[config.mk]
export PLATFORM = sky130hd
export DESIGN_NAME = hub_config_load_port
export DESIGN_NICKNAME = d
export VERILOG_FILES = /design/src/hub_cfg_pkg.sv /design/src/hub_config_load_port.sv
export SDC_FILE = /design/constraint.sdc
export NUM_CORES = 2
export LEC_CHECK = 0
export BUFFER_PORTS_ARGS = -buffer_cell sky130_fd_sc_hd__buf_2
export CORE_ASPECT_RATIO = 1.4
export CORE_MARGIN = 4
export CORE_UTILIZATION = 42
export DETAILED_ROUTE_END_ITERATION = 16
export PLACE_DENSITY = 0.58
export SYNTH_ARGS = -nofsm -noshare
export SYNTH_HDL_FRONTEND = slang
export SYNTH_SLANG_ARGS = --single-unit
export TNS_END_PERCENT = 30
[constraint.sdc]
create_clock -name mclk_in -period 8.7 [get_ports mclk_in]
set_input_delay 0.87 -clock mclk_in [delete_from_list [all_inputs] [get_ports mclk_in]]
set_output_delay 0.87 -clock mclk_in [all_outputs]
set_load 0.005 [all_outputs]
[src/hub_cfg_pkg.sv]
/* Constants, states and pin carrier for the hub configuration load port.
   Assumes a 100 MHz system clock and open-drain pins resolved outside. */
package hub_cfg_pkg;
  localparam int         CLK_HZ    = 100000000;
  localparam int         EE_BPS    = 100000;
  localparam int         QTR_CYC   = CLK_HZ / (EE_BPS * 4);
  localparam int         TOUT_MS   = 25;
  localparam int         TOUT_CYC  = (CLK_HZ / 1000) * TOUT_MS;
  localparam int         READY_MS  = 35;
  localparam int         OPER_US   = 500;
  localparam int         OPER_CYC  = (CLK_HZ / 1000000) * OPER_US;
  localparam logic [6:0] EE_ADDR   = 7'h50;
  localparam logic [7:0] EE_WADDR  = 8'h00;
  localparam logic [6:0] GEN_CALL  = 7'h00;
  localparam logic [7:0] STAT_REG  = 8'hFF;
  localparam int         ATT_BIT   = 0;
  localparam int         SRST_BIT  = 1;
  localparam int         SLEEP_BIT = 2;
  localparam logic [7:0] REG_RST   = 8'h00;
  localparam logic [7:0] UNDEF_RD  = 8'h00;
  localparam logic [5:0] BLK_MAX   = 6'h20;
  localparam logic [1:0] SEL_SMBUS = 2'h1;

  typedef struct packed {
    logic out;
    logic oe;
  } od_pin_t;

  typedef enum logic [2:0] {
    M_IDLE  = 3'h0,
    M_START = 3'h1,
    M_TX    = 3'h2,
    M_RX    = 3'h3,
    M_STOP  = 3'h4,
    M_DONE  = 3'h5
  } m_state_t;

  typedef enum logic [2:0] {
    S_IDLE   = 3'h0,
    S_ADDR   = 3'h1,
    S_CMD    = 3'h2,
    S_CNT    = 3'h3,
    S_WDATA  = 3'h4,
    S_RDATA  = 3'h5,
    S_IGNORE = 3'h6
  } s_state_t;
endpackage

[src/hub_config_load_port.sv]
/* Configuration load port: EEPROM boot master and block-only serial
   management slave sharing one clock/data pin pair.
   Assumes pins are open drain with pull-ups resolved outside, and
   that the hardware reset pin and straps are asynchronous. */
// Contract
// - EEPROM bus runs standard mode 100 kbit/s, 7-bit addressing only.
// - As EEPROM master, device drives clock, direction, START and STOP.
// - EEPROM read is dummy address write, repeated start, then reads.
// - EEPROM slave address is fixed 1010000, never 10-bit.
// - While hardware reset is low, all interface pins float.
// - Management mode selected by straps disables EEPROM loading.
// - Management mode waits forever for load; attach only after it.
// - Slave only; only block write and block read accepted.
// - 7-bit address, 8-bit command, 8-bit data, MSB first.
// - Block write is address+write, command, count, then data.
// - Count must be 1 to 32; zero or more than 32 is refused.
// - Block read is command write, repeated start read, count, data.
// - Registers change only after a complete valid block write.
// - Wrong address or bad protocol gets no ack, slave goes idle.
// - General call address zero is never acknowledged.
// - Clock low over 25 ms aborts; ready for START within 35 ms.
// - Device never holds management clock low; tolerates stretching.
// - START followed by STOP returns slave to idle.
// - Undefined register reads give 00h; writes silently ignored.
// - Hardware reset drops ports, ends transfers, restores defaults.
// - Operational 500 us after reset; then EEPROM load starts.
// - Attach bit ends load, attaches, write-protects 00h to FEh.
// - Soft-reset bit restores interface and registers to defaults.
`timescale 1ns/1ns
module hub_config_load_port #(
  parameter int         TOUT_CYC = hub_cfg_pkg::TOUT_CYC,
  parameter int         OPER_CYC = hub_cfg_pkg::OPER_CYC,
  parameter logic [7:0] REG_LAST = 8'h3F,
  parameter logic [7:0] EE_LAST  = 8'hFE,
  parameter logic [5:0] RD_LEN   = 6'h20
) (
  input  wire logic                 mclk_in,
  input  wire logic                 srst_in,
  input  wire logic                 hw_reset_n_in,
  input  wire logic                 config_source_select_hi_in,
  input  wire logic                 config_source_select_lo_in,
  input  wire logic [6:0]           slave_addr_in,
  input  wire logic                 mgmt_serial_clock_line_in,
  input  wire logic                 mgmt_serial_data_line_in,
  input  wire logic [7:0]           cfg_rd_addr_in,
  output hub_cfg_pkg::od_pin_t      mgmt_serial_clock_line_out,
  output hub_cfg_pkg::od_pin_t      mgmt_serial_data_line_out,
  output logic                      usb_attach_out,
  output logic [1:0]                port_power_enable_out,
  output logic                      eeprom_error_out,
  output logic                      smbus_mode_out,
  output logic                      serial_port_sleep_bit_out,
  output logic [7:0]                cfg_rd_data_out
);
  logic [2:0]            scl_sy_q;
  logic [2:0]            sda_sy_q;
  logic [1:0]            rst_sy_q;
  logic [3:0]            sel_sy_q;
  logic                  hw_ok;
  logic                  rst_all;
  logic                  soft_q;
  logic                  scl_s;
  logic                  scl_p;
  logic                  sda_s;
  logic                  sda_p;
  logic [31:0]           op_cnt_q;
  logic                  op_q;
  logic                  smb_q;
  logic [7:0]            q_cnt_q;
  logic                  qtick;
  hub_cfg_pkg::m_state_t m_st_q;
  logic [1:0]            m_ph_q;
  logic [3:0]            m_bit_q;
  logic [7:0]            m_sh_q;
  logic [1:0]            m_step_q;
  logic [7:0]            m_idx_q;
  logic                  m_scl_q;
  logic                  m_sda_q;
  logic                  m_nak_q;
  logic                  m_done_q;
  logic                  ee_err_q;
  logic                  m_we;
  hub_cfg_pkg::s_state_t s_st_q;
  logic [3:0]            s_bit_q;
  logic [7:0]            s_sh_q;
  logic [7:0]            s_tx_q;
  logic [7:0]            s_cmd_q;
  logic [5:0]            s_cnt_q;
  logic [5:0]            s_n_q;
  logic                  s_oe_q;
  logic                  s_rd_q;
  logic                  s_first_q;
  logic                  s_have_q;
  logic                  s_mack_q;
  logic                  smb_act;
  logic                  s_start;
  logic                  s_stop;
  logic                  s_rise;
  logic                  s_fall;
  logic                  s_tout;
  logic                  addr_ok;
  logic [31:0]           tout_cnt_q;
  logic [7:0]            buf_q [32];
  logic                  c_busy_q;
  logic [5:0]            c_idx_q;
  logic [5:0]            c_len_q;
  logic [7:0]            c_base_q;
  logic [7:0]            regs_q [256];
  logic [7:0]            wa;
  logic [7:0]            wd;
  logic                  reg_we;
  logic                  stat_wr;
  logic                  attach_q;
  logic                  sleep_q;
  logic [7:0]            stat_v;
  logic [7:0]            rd_addr;
  logic [7:0]            rd_next;
  logic [7:0]            cfg_rd_q;

  function automatic logic [7:0] rd_byte(input logic [7:0] a,
                                         input logic [7:0] r,
                                         input logic [7:0] st);
    if (a == hub_cfg_pkg::STAT_REG)
      return st;
    else if (a <= REG_LAST)
      return r;
    else
      return hub_cfg_pkg::UNDEF_RD;
  endfunction

  // First stages feed only the second stages
  always_ff @(posedge mclk_in)
  begin
    if (srst_in)
    begin
      scl_sy_q <= 3'h7;
      sda_sy_q <= 3'h7;
      rst_sy_q <= 2'h0;
      sel_sy_q <= 4'h0;
    end
    else
    begin
      scl_sy_q <= {scl_sy_q[1:0], mgmt_serial_clock_line_in};
      sda_sy_q <= {sda_sy_q[1:0], mgmt_serial_data_line_in};
      rst_sy_q <= {rst_sy_q[0], hw_reset_n_in};
      sel_sy_q <= {sel_sy_q[1:0], config_source_select_hi_in,
                   config_source_select_lo_in};
    end
  end

  assign hw_ok   = rst_sy_q[1];
  assign rst_all = srst_in || !hw_ok || soft_q;
  assign scl_s   = scl_sy_q[1];
  assign scl_p   = scl_sy_q[2];
  assign sda_s   = sda_sy_q[1];
  assign sda_p   = sda_sy_q[2];

  // Straps caught once, when the operational delay ends
  always_ff @(posedge mclk_in)
  begin
    if (rst_all)
    begin
      op_cnt_q <= 32'h0;
      op_q     <= 1'b0;
      smb_q    <= 1'b0;
    end
    else if (!op_q)
    begin
      if (op_cnt_q == 32'(OPER_CYC - 1))
      begin
        op_q  <= 1'b1;
        smb_q <= (sel_sy_q[3:2] == hub_cfg_pkg::SEL_SMBUS);
      end
      else
        op_cnt_q <= op_cnt_q + 32'h1;
    end
  end

  assign qtick = (q_cnt_q == 8'(hub_cfg_pkg::QTR_CYC - 1));

  always_ff @(posedge mclk_in)
  begin
    if (rst_all || qtick)
      q_cnt_q <= 8'h0;
    else
      q_cnt_q <= q_cnt_q + 8'h1;
  end

  assign m_we = qtick && (m_st_q == hub_cfg_pkg::M_RX) &&
                (m_ph_q == 2'h3) && (m_bit_q == 4'h8);

  // Quarter-bit phases: 0 set data, 1 release clock, 2 sample, 3 low
  always_ff @(posedge mclk_in)
  begin
    if (rst_all)
    begin
      m_st_q   <= hub_cfg_pkg::M_IDLE;
      m_ph_q   <= 2'h0;
      m_bit_q  <= 4'h0;
      m_sh_q   <= 8'h00;
      m_step_q <= 2'h0;
      m_idx_q  <= 8'h00;
      m_scl_q  <= 1'b0;
      m_sda_q  <= 1'b0;
      m_nak_q  <= 1'b0;
      m_done_q <= 1'b0;
      ee_err_q <= 1'b0;
    end
    else if (qtick)
    begin
      m_ph_q <= m_ph_q + 2'h1;
      case (m_st_q)
        hub_cfg_pkg::M_IDLE:
        begin
          m_ph_q <= 2'h0;
          if (op_q && !smb_q)
            m_st_q <= hub_cfg_pkg::M_START;
        end
        hub_cfg_pkg::M_START:
          case (m_ph_q)
            2'h0: m_sda_q <= 1'b0;
            2'h1: m_scl_q <= 1'b0;
            2'h2: m_sda_q <= 1'b1;
            default:
            begin
              m_scl_q <= 1'b1;
              m_bit_q <= 4'h0;
              m_st_q  <= hub_cfg_pkg::M_TX;
              m_sh_q  <= {hub_cfg_pkg::EE_ADDR, (m_step_q != 2'h0)};
            end
          endcase
        hub_cfg_pkg::M_TX,
        hub_cfg_pkg::M_RX:
          case (m_ph_q)
            2'h0:
              if (m_st_q == hub_cfg_pkg::M_TX)
                m_sda_q <= (m_bit_q != 4'h8) && !m_sh_q[7];
              else
                m_sda_q <= (m_bit_q == 4'h8) && (m_idx_q != EE_LAST);
            2'h1: m_scl_q <= 1'b0;
            2'h2:
              if (!scl_s)
                m_ph_q <= m_ph_q; // Slave stretching the clock
              else if (m_bit_q == 4'h8)
                m_nak_q <= sda_s;
              else if (m_st_q == hub_cfg_pkg::M_RX)
                m_sh_q <= {m_sh_q[6:0], sda_s};
            default:
            begin
              m_scl_q <= 1'b1;
              if (m_bit_q != 4'h8)
              begin
                m_bit_q <= m_bit_q + 4'h1;
                if (m_st_q == hub_cfg_pkg::M_TX)
                  m_sh_q <= {m_sh_q[6:0], 1'b0};
              end
              else
              begin
                m_bit_q <= 4'h0;
                if (m_st_q == hub_cfg_pkg::M_RX)
                begin
                  if (m_idx_q == EE_LAST)
                    m_st_q <= hub_cfg_pkg::M_STOP;
                  m_idx_q <= m_idx_q + 8'h1;
                end
                else if (m_nak_q)
                begin
                  ee_err_q <= 1'b1;
                  m_st_q   <= hub_cfg_pkg::M_STOP;
                end
                else
                begin
                  m_step_q <= m_step_q + 2'h1;
                  if (m_step_q == 2'h0)
                    m_sh_q <= hub_cfg_pkg::EE_WADDR;
                  else if (m_step_q == 2'h1)
                    m_st_q <= hub_cfg_pkg::M_START;
                  else
                    m_st_q <= hub_cfg_pkg::M_RX;
                end
              end
            end
          endcase
        hub_cfg_pkg::M_STOP:
          case (m_ph_q)
            2'h0: m_sda_q <= 1'b1;
            2'h1: m_scl_q <= 1'b0;
            2'h2: m_sda_q <= 1'b0;
            default:
            begin
              m_st_q   <= hub_cfg_pkg::M_DONE;
              m_done_q <= 1'b1;
            end
          endcase
        default: m_ph_q <= 2'h0;
      endcase
    end
  end

  assign smb_act = op_q && smb_q && !sleep_q;
  assign s_start = smb_act && scl_s && scl_p && sda_p && !sda_s;
  assign s_stop  = smb_act && scl_s && scl_p && !sda_p && sda_s;
  assign s_rise  = smb_act && scl_s && !scl_p;
  assign s_fall  = smb_act && !scl_s && scl_p;
  assign s_tout  = (tout_cnt_q == 32'(TOUT_CYC - 1));
  assign addr_ok = (s_sh_q[7:1] == slave_addr_in) && !c_busy_q &&
                   (s_sh_q[7:1] != hub_cfg_pkg::GEN_CALL);
  assign rd_addr = s_cmd_q + {2'b00, s_n_q};
  assign rd_next = rd_byte(rd_addr, regs_q[rd_addr], stat_v);

  always_ff @(posedge mclk_in)
  begin
    // Only a continuously low clock counts toward the abort
    if (rst_all || scl_s || (s_st_q == hub_cfg_pkg::S_IDLE))
      tout_cnt_q <= 32'h0;
    else if (!s_tout)
      tout_cnt_q <= tout_cnt_q + 32'h1;
  end

  // Stays on the clock-low side: the clock line is only ever sampled
  always_ff @(posedge mclk_in)
  begin
    if (rst_all)
    begin
      s_st_q    <= hub_cfg_pkg::S_IDLE;
      s_bit_q   <= 4'h0;
      s_sh_q    <= 8'h00;
      s_tx_q    <= 8'h00;
      s_cmd_q   <= 8'h00;
      s_cnt_q   <= 6'h00;
      s_n_q     <= 6'h00;
      s_oe_q    <= 1'b0;
      s_rd_q    <= 1'b0;
      s_first_q <= 1'b0;
      s_have_q  <= 1'b0;
      s_mack_q  <= 1'b0;
    end
    else if (s_stop || s_tout)
    begin
      s_st_q <= hub_cfg_pkg::S_IDLE;
      s_oe_q <= 1'b0;
      s_rd_q <= 1'b0;
    end
    else if (s_start)
    begin
      s_have_q <= (s_st_q == hub_cfg_pkg::S_CNT);
      s_st_q   <= hub_cfg_pkg::S_ADDR;
      // START's own clock fall then closes like an ack slot, not a bit
      s_bit_q  <= 4'h8;
      s_oe_q   <= 1'b0;
      s_rd_q   <= 1'b0;
    end
    else if (s_rise)
    begin
      if (s_bit_q != 4'h8)
        s_sh_q <= {s_sh_q[6:0], sda_s};
      else
        s_mack_q <= !sda_s;
    end
    else if (s_fall && (s_st_q != hub_cfg_pkg::S_IDLE) &&
             (s_st_q != hub_cfg_pkg::S_IGNORE))
    begin
      if (s_bit_q < 4'h7)
      begin
        s_bit_q <= s_bit_q + 4'h1;
        if (s_rd_q)
        begin
          s_oe_q <= !s_tx_q[6];
          s_tx_q <= {s_tx_q[6:0], 1'b0};
        end
      end
      else if (s_bit_q == 4'h7)
      begin
        s_bit_q <= 4'h8;
        s_oe_q  <= 1'b0;
        s_st_q  <= hub_cfg_pkg::S_IGNORE;
        if (!s_rd_q)
          case (s_st_q)
            hub_cfg_pkg::S_ADDR:
              if (addr_ok && (!s_sh_q[0] || s_have_q))
              begin
                s_oe_q    <= 1'b1;
                s_st_q    <= s_sh_q[0] ? hub_cfg_pkg::S_RDATA :
                                         hub_cfg_pkg::S_CMD;
                s_first_q <= 1'b1;
                s_n_q     <= 6'h00;
                s_tx_q    <= {2'b00, RD_LEN};
              end
            hub_cfg_pkg::S_CMD:
            begin
              s_oe_q  <= 1'b1;
              s_cmd_q <= s_sh_q;
              s_st_q  <= hub_cfg_pkg::S_CNT;
            end
            hub_cfg_pkg::S_CNT:
              if ((s_sh_q != 8'h00) &&
                  (s_sh_q <= {2'b00, hub_cfg_pkg::BLK_MAX}))
              begin
                s_oe_q  <= 1'b1;
                s_cnt_q <= s_sh_q[5:0];
                s_n_q   <= 6'h00;
                s_st_q  <= hub_cfg_pkg::S_WDATA;
              end
            hub_cfg_pkg::S_WDATA:
              if (s_n_q < s_cnt_q)
              begin
                s_oe_q          <= 1'b1;
                buf_q[s_n_q[4:0]] <= s_sh_q;
                s_n_q           <= s_n_q + 6'h01;
                s_st_q          <= hub_cfg_pkg::S_WDATA;
              end
            default: s_oe_q <= 1'b0;
          endcase
        else if (s_st_q == hub_cfg_pkg::S_RDATA)
          s_st_q <= hub_cfg_pkg::S_RDATA;
      end
      else
      begin
        s_bit_q <= 4'h0;
        s_oe_q  <= 1'b0;
        if (s_st_q == hub_cfg_pkg::S_RDATA)
        begin
          if (s_first_q)
          begin
            s_first_q <= 1'b0;
            s_rd_q    <= 1'b1;
            s_oe_q    <= !s_tx_q[7];
          end
          else if (s_mack_q && (s_n_q < RD_LEN))
          begin
            s_tx_q <= rd_next;
            s_oe_q <= !rd_next[7];
            s_n_q  <= s_n_q + 6'h01;
          end
          else
          begin
            s_rd_q <= 1'b0;
            s_st_q <= hub_cfg_pkg::S_IGNORE;
          end
        end
      end
    end
  end

  // Commit only after STOP closes a write whose byte count matched
  always_ff @(posedge mclk_in)
  begin
    if (rst_all)
    begin
      c_busy_q <= 1'b0;
      c_idx_q  <= 6'h00;
      c_len_q  <= 6'h00;
      c_base_q <= 8'h00;
    end
    else if (c_busy_q)
    begin
      c_idx_q <= c_idx_q + 6'h01;
      if (c_idx_q == c_len_q - 6'h01)
        c_busy_q <= 1'b0;
    end
    else if (s_stop && (s_st_q == hub_cfg_pkg::S_WDATA) &&
             (s_n_q == s_cnt_q))
    begin
      c_busy_q <= 1'b1;
      c_idx_q  <= 6'h00;
      c_len_q  <= s_cnt_q;
      c_base_q <= s_cmd_q;
    end
  end

  assign wa      = m_we ? m_idx_q : c_base_q + {2'b00, c_idx_q};
  assign wd      = m_we ? m_sh_q : buf_q[c_idx_q[4:0]];
  assign stat_wr = c_busy_q && (wa == hub_cfg_pkg::STAT_REG);
  assign reg_we  = m_we || (c_busy_q && !attach_q && (wa <= REG_LAST) &&
                   (wa != hub_cfg_pkg::STAT_REG));

  always_ff @(posedge mclk_in)
  begin
    if (rst_all)
    begin
      for (int i = 0; i < 256; i++)
        regs_q[i] <= hub_cfg_pkg::REG_RST;
    end
    else if (reg_we)
      regs_q[wa] <= wd;
  end

  always_ff @(posedge mclk_in)
  begin
    if (rst_all)
    begin
      attach_q <= 1'b0;
      sleep_q  <= 1'b0;
    end
    else
    begin
      if (m_done_q || (stat_wr && wd[hub_cfg_pkg::ATT_BIT]))
        attach_q <= 1'b1;
      if (stat_wr && wd[hub_cfg_pkg::SLEEP_BIT])
        sleep_q <= 1'b1;
    end
  end

  // Soft reset is a one-cycle pulse that feeds the common reset
  always_ff @(posedge mclk_in)
  begin
    if (srst_in || !hw_ok)
      soft_q <= 1'b0;
    else
      soft_q <= stat_wr && wd[hub_cfg_pkg::SRST_BIT];
  end

  always_comb
  begin
    stat_v                         = 8'h00;
    stat_v[hub_cfg_pkg::ATT_BIT]   = attach_q;
    stat_v[hub_cfg_pkg::SLEEP_BIT] = sleep_q;
  end

  always_ff @(posedge mclk_in)
  begin
    if (rst_all)
      cfg_rd_q <= 8'h00;
    else
      cfg_rd_q <= rd_byte(cfg_rd_addr_in, regs_q[cfg_rd_addr_in], stat_v);
  end

  assign mgmt_serial_clock_line_out.out = 1'b0;
  assign mgmt_serial_clock_line_out.oe  = hw_ok && !smb_q && m_scl_q;
  assign mgmt_serial_data_line_out.out  = 1'b0;
  assign mgmt_serial_data_line_out.oe   = hw_ok &&
                                          (smb_q ? s_oe_q : m_sda_q);
  assign usb_attach_out            = attach_q;
  assign port_power_enable_out     = {2{attach_q}};
  assign eeprom_error_out          = ee_err_q;
  assign smbus_mode_out            = smb_q;
  assign serial_port_sleep_bit_out = sleep_q;
  assign cfg_rd_data_out           = cfg_rd_q;
endmodule

# Word level (Yosys, flattened, before mapping)
# Memories as Yosys holds them, arrays and structs flattened. A register that Yosys moved wholly into a read port is not among the register bits.
# Index checks and enable logic that the tools add are counted.
[classes]
add_sub_neg = 13
order_cmp = 7
n_eq_ne = 70
muxes = 127
bitwise_logic = 15
reduce_logical = 115
[ops]
columns = ["op", "count"]
rows = [
  ["$mux 8", 24],
  ["$add 32x1->32 const B", 2],
  ["$mux 6", 10],
  ["$mux 3", 18],
  ["$mux 1", 46],
  ["$eq 8x8->1 const B", 5],
  ["$logic_and 1x1->1", 36],
  ["$ne 3x3->1 const B", 11],
  ["$eq 32x16->1 const B", 1],
  ["$eq 32x22->1 const B", 1],
  ["$le 8x6->1 const B", 4],
  ["$mux 4", 8],
  ["$pmux 8 s2", 2],
  ["$ne 2x2->1 const B", 15],
  ["$reduce_and 6->1", 5],
  ["$ne 4x4->1 const B", 7],
  ["$reduce_and 9->1", 3],
  ["$pmux 3 s4", 2],
  ["$reduce_and 11->1", 2],
  ["$pmux 6 s3", 1],
  ["$add 8x1->8 const B", 2],
  ["$add 8x6->8", 2],
  ["$ne 8x8->1 const B", 2],
  ["$reduce_and 4->1", 4],
  ["other kinds (45)", 134],
]
[totals]
ff_bits = 198
ram_bits = 2304
input_bits = 22
out_inout_bits = 18
wordCells = 391
mem_count = 2
[mem_list]
columns = ["name", "words", "word_bits", "read_ports", "rd_clocked_by_memory_dff", "write_ports", "line", "text"]
rows = [
  ["regs_q", 256, 8, 2, 0, 256, "hub_config_load_port.sv:108", "logic [7:0] regs_q [256];"],
  ["buf_q", 32, 8, 1, 1, 1, "hub_config_load_port.sv:103", "logic [7:0] buf_q [32];"],
]

# Depth between registers and ports, before layout
[logic_depth]
ltp_word = 14
mapped_depth = 14
depth_no_buf = 10

# Least setup slack after synthesis
# Ideal clock, no wire load.
[synth_path]
path_type = "register -> register"
start = "reg c_idx_q[0]"
end = "mem regs_q[50][0] (enable)"
setup_ps = 384
arrival_ps = 3177
t_required_ps = 8316
setup_slack_ps = 5139
stages_incl_launch_ff = 14
n_path_buf = 3
synth_period_minus_slack_ps = 3561
cell_sequence = "dfxtp_1 > ha_1 > fa_1 > a21o_1 > a21oi_2 > xor2_1 > o22a_1 > o21ai_0 > o21ai_1 > nand2b_1 > buf_2 > buf_2 > buf_2 > o21ai_0"
[synth_lines]
columns = ["item", "line", "text"]
rows = [
  ["from (decl)", "hub_config_load_port.sv:105", "logic [5:0] c_idx_q;"],
  ["from (signal assigned)", "hub_config_load_port.sv:457", "c_idx_q <= c_idx_q + 6'h01;"],
  ["to (decl)", "hub_config_load_port.sv:108", ""],
]

==> flow_summary.yaml <==
pwr:
  worst_ir_drop_vdd_mv: 0.192
  power.switching_mw: 2.76
  p_sw_share_pct: 21.2
  pwr-share-comb_pct: 3.1
  seqPwrFrac_pct: 52.1
  pwr-share-clk_pct: 44.8
  power.density_nw_per_um2: 191
  intPower_mw: 10.3
  leakagePower_nw: 23.3
  finalPower_mw: 13.0
placement:
  placed_cells: 6400
  routabilityCongestion: 0.873
  dp_slack_ns: 3.72
  io_buffers: 37
  dp_hpwl_um: 118000
sta:
  hold_violations: 0
  worst_pin_slew_ns: 1.42
  clock.fmax_mhz: 201
  maxSlewHeadroom_pct: 4.09
  skew_ns: 0.0357
  finalCritPeriodShare_pct: 57.1
  maxSlewViolCount: 0
  fin_ws_ns: 3.73
  final.setup.tns_ns: 0
  rsz0062_at_grt: "no"
  min_period_ns: 4.97
  setup_violations: 0
critical_path:
  arrival_ns: 5.35
  cp_top_family: "compound AO/OA/AOI/OAI gates"
  cp_cell_sequence: "ha_1 > fa_1 > a21o_1 > a21oi_2 > o21ai_0 > xnor2_1 > a41o_1 > nand2_4 > buf_4 > o21ai_0"
  worstSetupPathType: "reg -> reg"
  r2r-start: "c_idx_q[0]"
  start_kind: "register"
  crit_buf_inv: 1
  critical_path_required_ns: 9.08
  reg2reg_depth: 10
  crit_slowest_cell: "o21ai_0"
  critPathMaxFanout: 81
  worst_setup_path_end_kind: "register"
  max_stage_delay_ns: 1.13
  r2r_slack_ns: 3.73
  cp_common_cell: "o21ai_0"
  reg2reg_to: "regs_q[1][6]"
global_routing:
  grt_pass1_vias: 40800
  grt_use_total_pct: 23.2
  antenna_found_initial: 4
  grt-ovfl-total: 0
  grt_first_pass_wirelength_um: 270000
  grt_max_degree: 130
die:
  core_area_sq_um: 148000
  die_y_um: 464
  rows: 167
  fp.dieW_um: 334
  ios: 40
  initial_core_util_pct: 42.2
  dieArea_sq_um: 155000
logic_synthesis:
  syn_area_sq_um: 62500
  netlist_instances: 4814
  synth_warnings: 0
  syn_area_per_cell_sq_um: 13.0
  synthArstFlopShare_pct: 0
  synth_cell_type_count: 83
  synth_seq_cells: 1291
  synth_flop_cell: "edfxtp_1"
  ys_seq_area_share_pct: 58.8
  synth-edff-count: 1088
cells_and_area:
  multi_input_area_sq_um: 23500
  instances_no_fill: 6647
  nNetsFinal: 4659
  regArea_sq_um: 36700
  area_growth_pct: 9.36
  drive_above_1_share_pct: 16.4
  nFillCells: 13300
cts:
  htree_levels: 4
  cts.sinks: 1291
  cts_buffers: 133
  postCtsHoldBufs: 0
  cts_buffer_depth: 3
  cts_resized: 0
  cts_tree: "yes"
  cts-root-buf: "clkbuf_16"
  clkTransAtPathRegs_ns: 0.06
  cts_setup_buffers: 0
  worst_skew_pair.late_latency_ns: 0.78
outcome:
  status: "completed"
route:
  firstDrtPassIters: 5
  vias_per_cell: 6.12
  vias: 40700
  drt_iter0_markers: 3627
  wl_per_cell_um: 27.4
  routed_wl_um: 182000
  drcViolationCount: 0
  antenna_left: 0
run:
  max-cap-violations: 0
min_path:
  hold_class: "in -> reg"
  hold-path-endpoint: "scl_sy_q[0]"
  hold_depth: 2
  min-delay-start: "mgmt_serial_clock_line_in"
## synth_stat cells, types with 6 or more instances
library cell	count	share of area [%]
nand3_2	31	0.50
mux2i_1	241	3.9
nand2_1	286	1.7
and3_1	30	0.30
clkbuf_1	249	1.5
and4_1	12	0.17
nor2_1	525	3.2
o21ai_0	126	1.0
buf_2	203	1.6
o21ai_1	15	0.12
a2111oi_0	7	0.098
xor2_1	57	0.80
nor3_1	556	4.5
buf_6	7	0.13
a21oi_1	119	0.95
nand3_1	76	0.61
o31ai_1	10	0.12
nor2b_1	21	0.21
a31oi_1	14	0.14
nand3b_1	7	0.084
o221ai_1	73	1.0
mux4_2	350	13
o31a_1	7	0.098
xnor2_1	40	0.56
o22ai_1	56	0.56
inv_1	46	0.28
and2_1	9	0.090
buf_1	18	0.11
dfxtp_1	203	6.5
nand2b_1	26	0.26
a221oi_1	13	0.18
buf_4	23	0.28
nand4_1	31	0.31
nand2_2	6	0.060
or2_2	11	0.11
a32oi_1	6	0.084
edfxtp_1	1088	52
or3_1	27	0.27
a211oi_1	23	0.28
nor4_1	20	0.20
o21a_1	11	0.13
ha_1	41	0.82
or4_1	11	0.13
nor3b_1	8	0.096
o211ai_1	6	0.072
## metrics by stage
step,utilization (%),hold WS (ns),instance area (sq um)
floorplan,-,0.389,62500
global placement,43.2,0.400,63900
detailed placement,43.2,0.403,63900
CTS,46.2,0.236,68300
global route,46.2,0.268,68300
finish,46.2,0.295,68300
## cell families after synthesis
group / count (synthesis) / share of synthesized area [%]
xor gates and xnor gates: 97 / 1.36
muxes: 591 / 16.5
DFF: 1291 / 58.8
AOI/OAI and AO/OA: 524 / 5.41
and+or+nand+nor: 1720 / 13.2
adders and majority gates: 43 / 0.885
buffers and inverters: 547 / 3.92
other: 1 / 0.00600
## layout by cell type (no fill, tap or decap), drive strengths merged, types with 13 or more instances in the layout
cell type | synthesis | layout
o21ai | 141 | 141
mux4 | 350 | 350
bufinv | 0 | 13
clkbuf | 250 | 185
nand2 | 293 | 293
xnor2 | 40 | 40
o221ai | 73 | 73
nand4 | 34 | 34
nor2 | 526 | 526
nor4 | 21 | 21
a221oi | 13 | 13
buf | 251 | 145
or3 | 27 | 27
a31oi | 14 | 14
nor2b | 21 | 21
a211oi | 23 | 23
xor2 | 57 | 57
nor3 | 557 | 557
inv | 46 | 55
nand2b | 26 | 26
o22ai | 57 | 57
edfxtp | 1088 | 1088
a21oi | 120 | 120
and3 | 30 | 30
clkinv | 0 | 33
ha | 41 | 41
nand3 | 107 | 107
dfxtp | 203 | 203
mux2i | 241 | 241
## layer usage
layer / up-vias / track usage (%) / wire length, um
li1: 17900 / - / -
met1: 20700 / 28.1 / 68000
met2: 1626 / 40.0 / 92000
met3: 432 / 3.59 / 11500
met4: 2 / 12.5 / 10900
met5: - / 0 / 13
## how the worst max path moves through the flow
stage,endpoint,cells after the start,start
after detailed placement,regs_q[63][7],8,srst_in
after global placement,regs_q[5][6],8,srst_in
final,regs_q[1][6],10,c_idx_q[0]
after floorplan,regs_q[50][0],13,c_idx_q[0]
after CTS,regs_q[63][5],10,m_bit_q[0]
after global routing,regs_q[2][6],10,m_bit_q[0]
## power groups by stage
| stage | logic [mW] | registers, mW | clock network [mW] |
|---|---|---|---|
| 3_3_place_gp | 0.396 | 6.92 | 0 |
| 4_1_cts | 0.400 | 6.79 | 5.94 |
| 6_report | 0.401 | 6.79 | 5.84 |
| 2_1_floorplan | 0.268 | 6.89 | 0 |
| 5_1_grt | 0.418 | 6.79 | 6.18 |
| 3_5_place_dp | 0.399 | 6.92 | 0 |
## flip-flops by register name, summed over array words and instances (netlist names), 6 cells and up, named ones only
name / flops
c_base_q: 8
q_cnt_q: 8
s_sh_q: 8
tout_cnt_q: 32
buf_q: 256
regs_q: 832
cfg_rd_data_out: 8
s_tx_q: 8
s_cnt_q: 6
c_len_q: 6
s_n_q: 6
m_sh_q: 8
m_idx_q: 8
op_cnt_q: 32
s_cmd_q: 8
c_idx_q: 6
## final cells by class
cell class / count / share of cell area (%)
clock inverters: 59 / 0.980
clock buffers: 185 / 5.43
inverters: 46 / 0.253
diodes: 1 / 0.00366
flip-flops and latches: 1291 / 53.8
repair buffers: 145 / 1.60
multi-input cells: 2977 / 34.4
well taps: 1943 / 3.56
## worst register-to-register path: stages, from the launching register on
cell	delay, ns
dfxtp_1	0.39
ha_1	0.26
fa_1	0.45
a21o_1	0.20
a21oi_2	0.26
o21ai_0	0.16
xnor2_1	0.28
a41o_1	0.51
nand2_4	0.37
buf_4	0.51
o21ai_0	1.21
No activity file was read; power rests on OpenSTA's default activity.
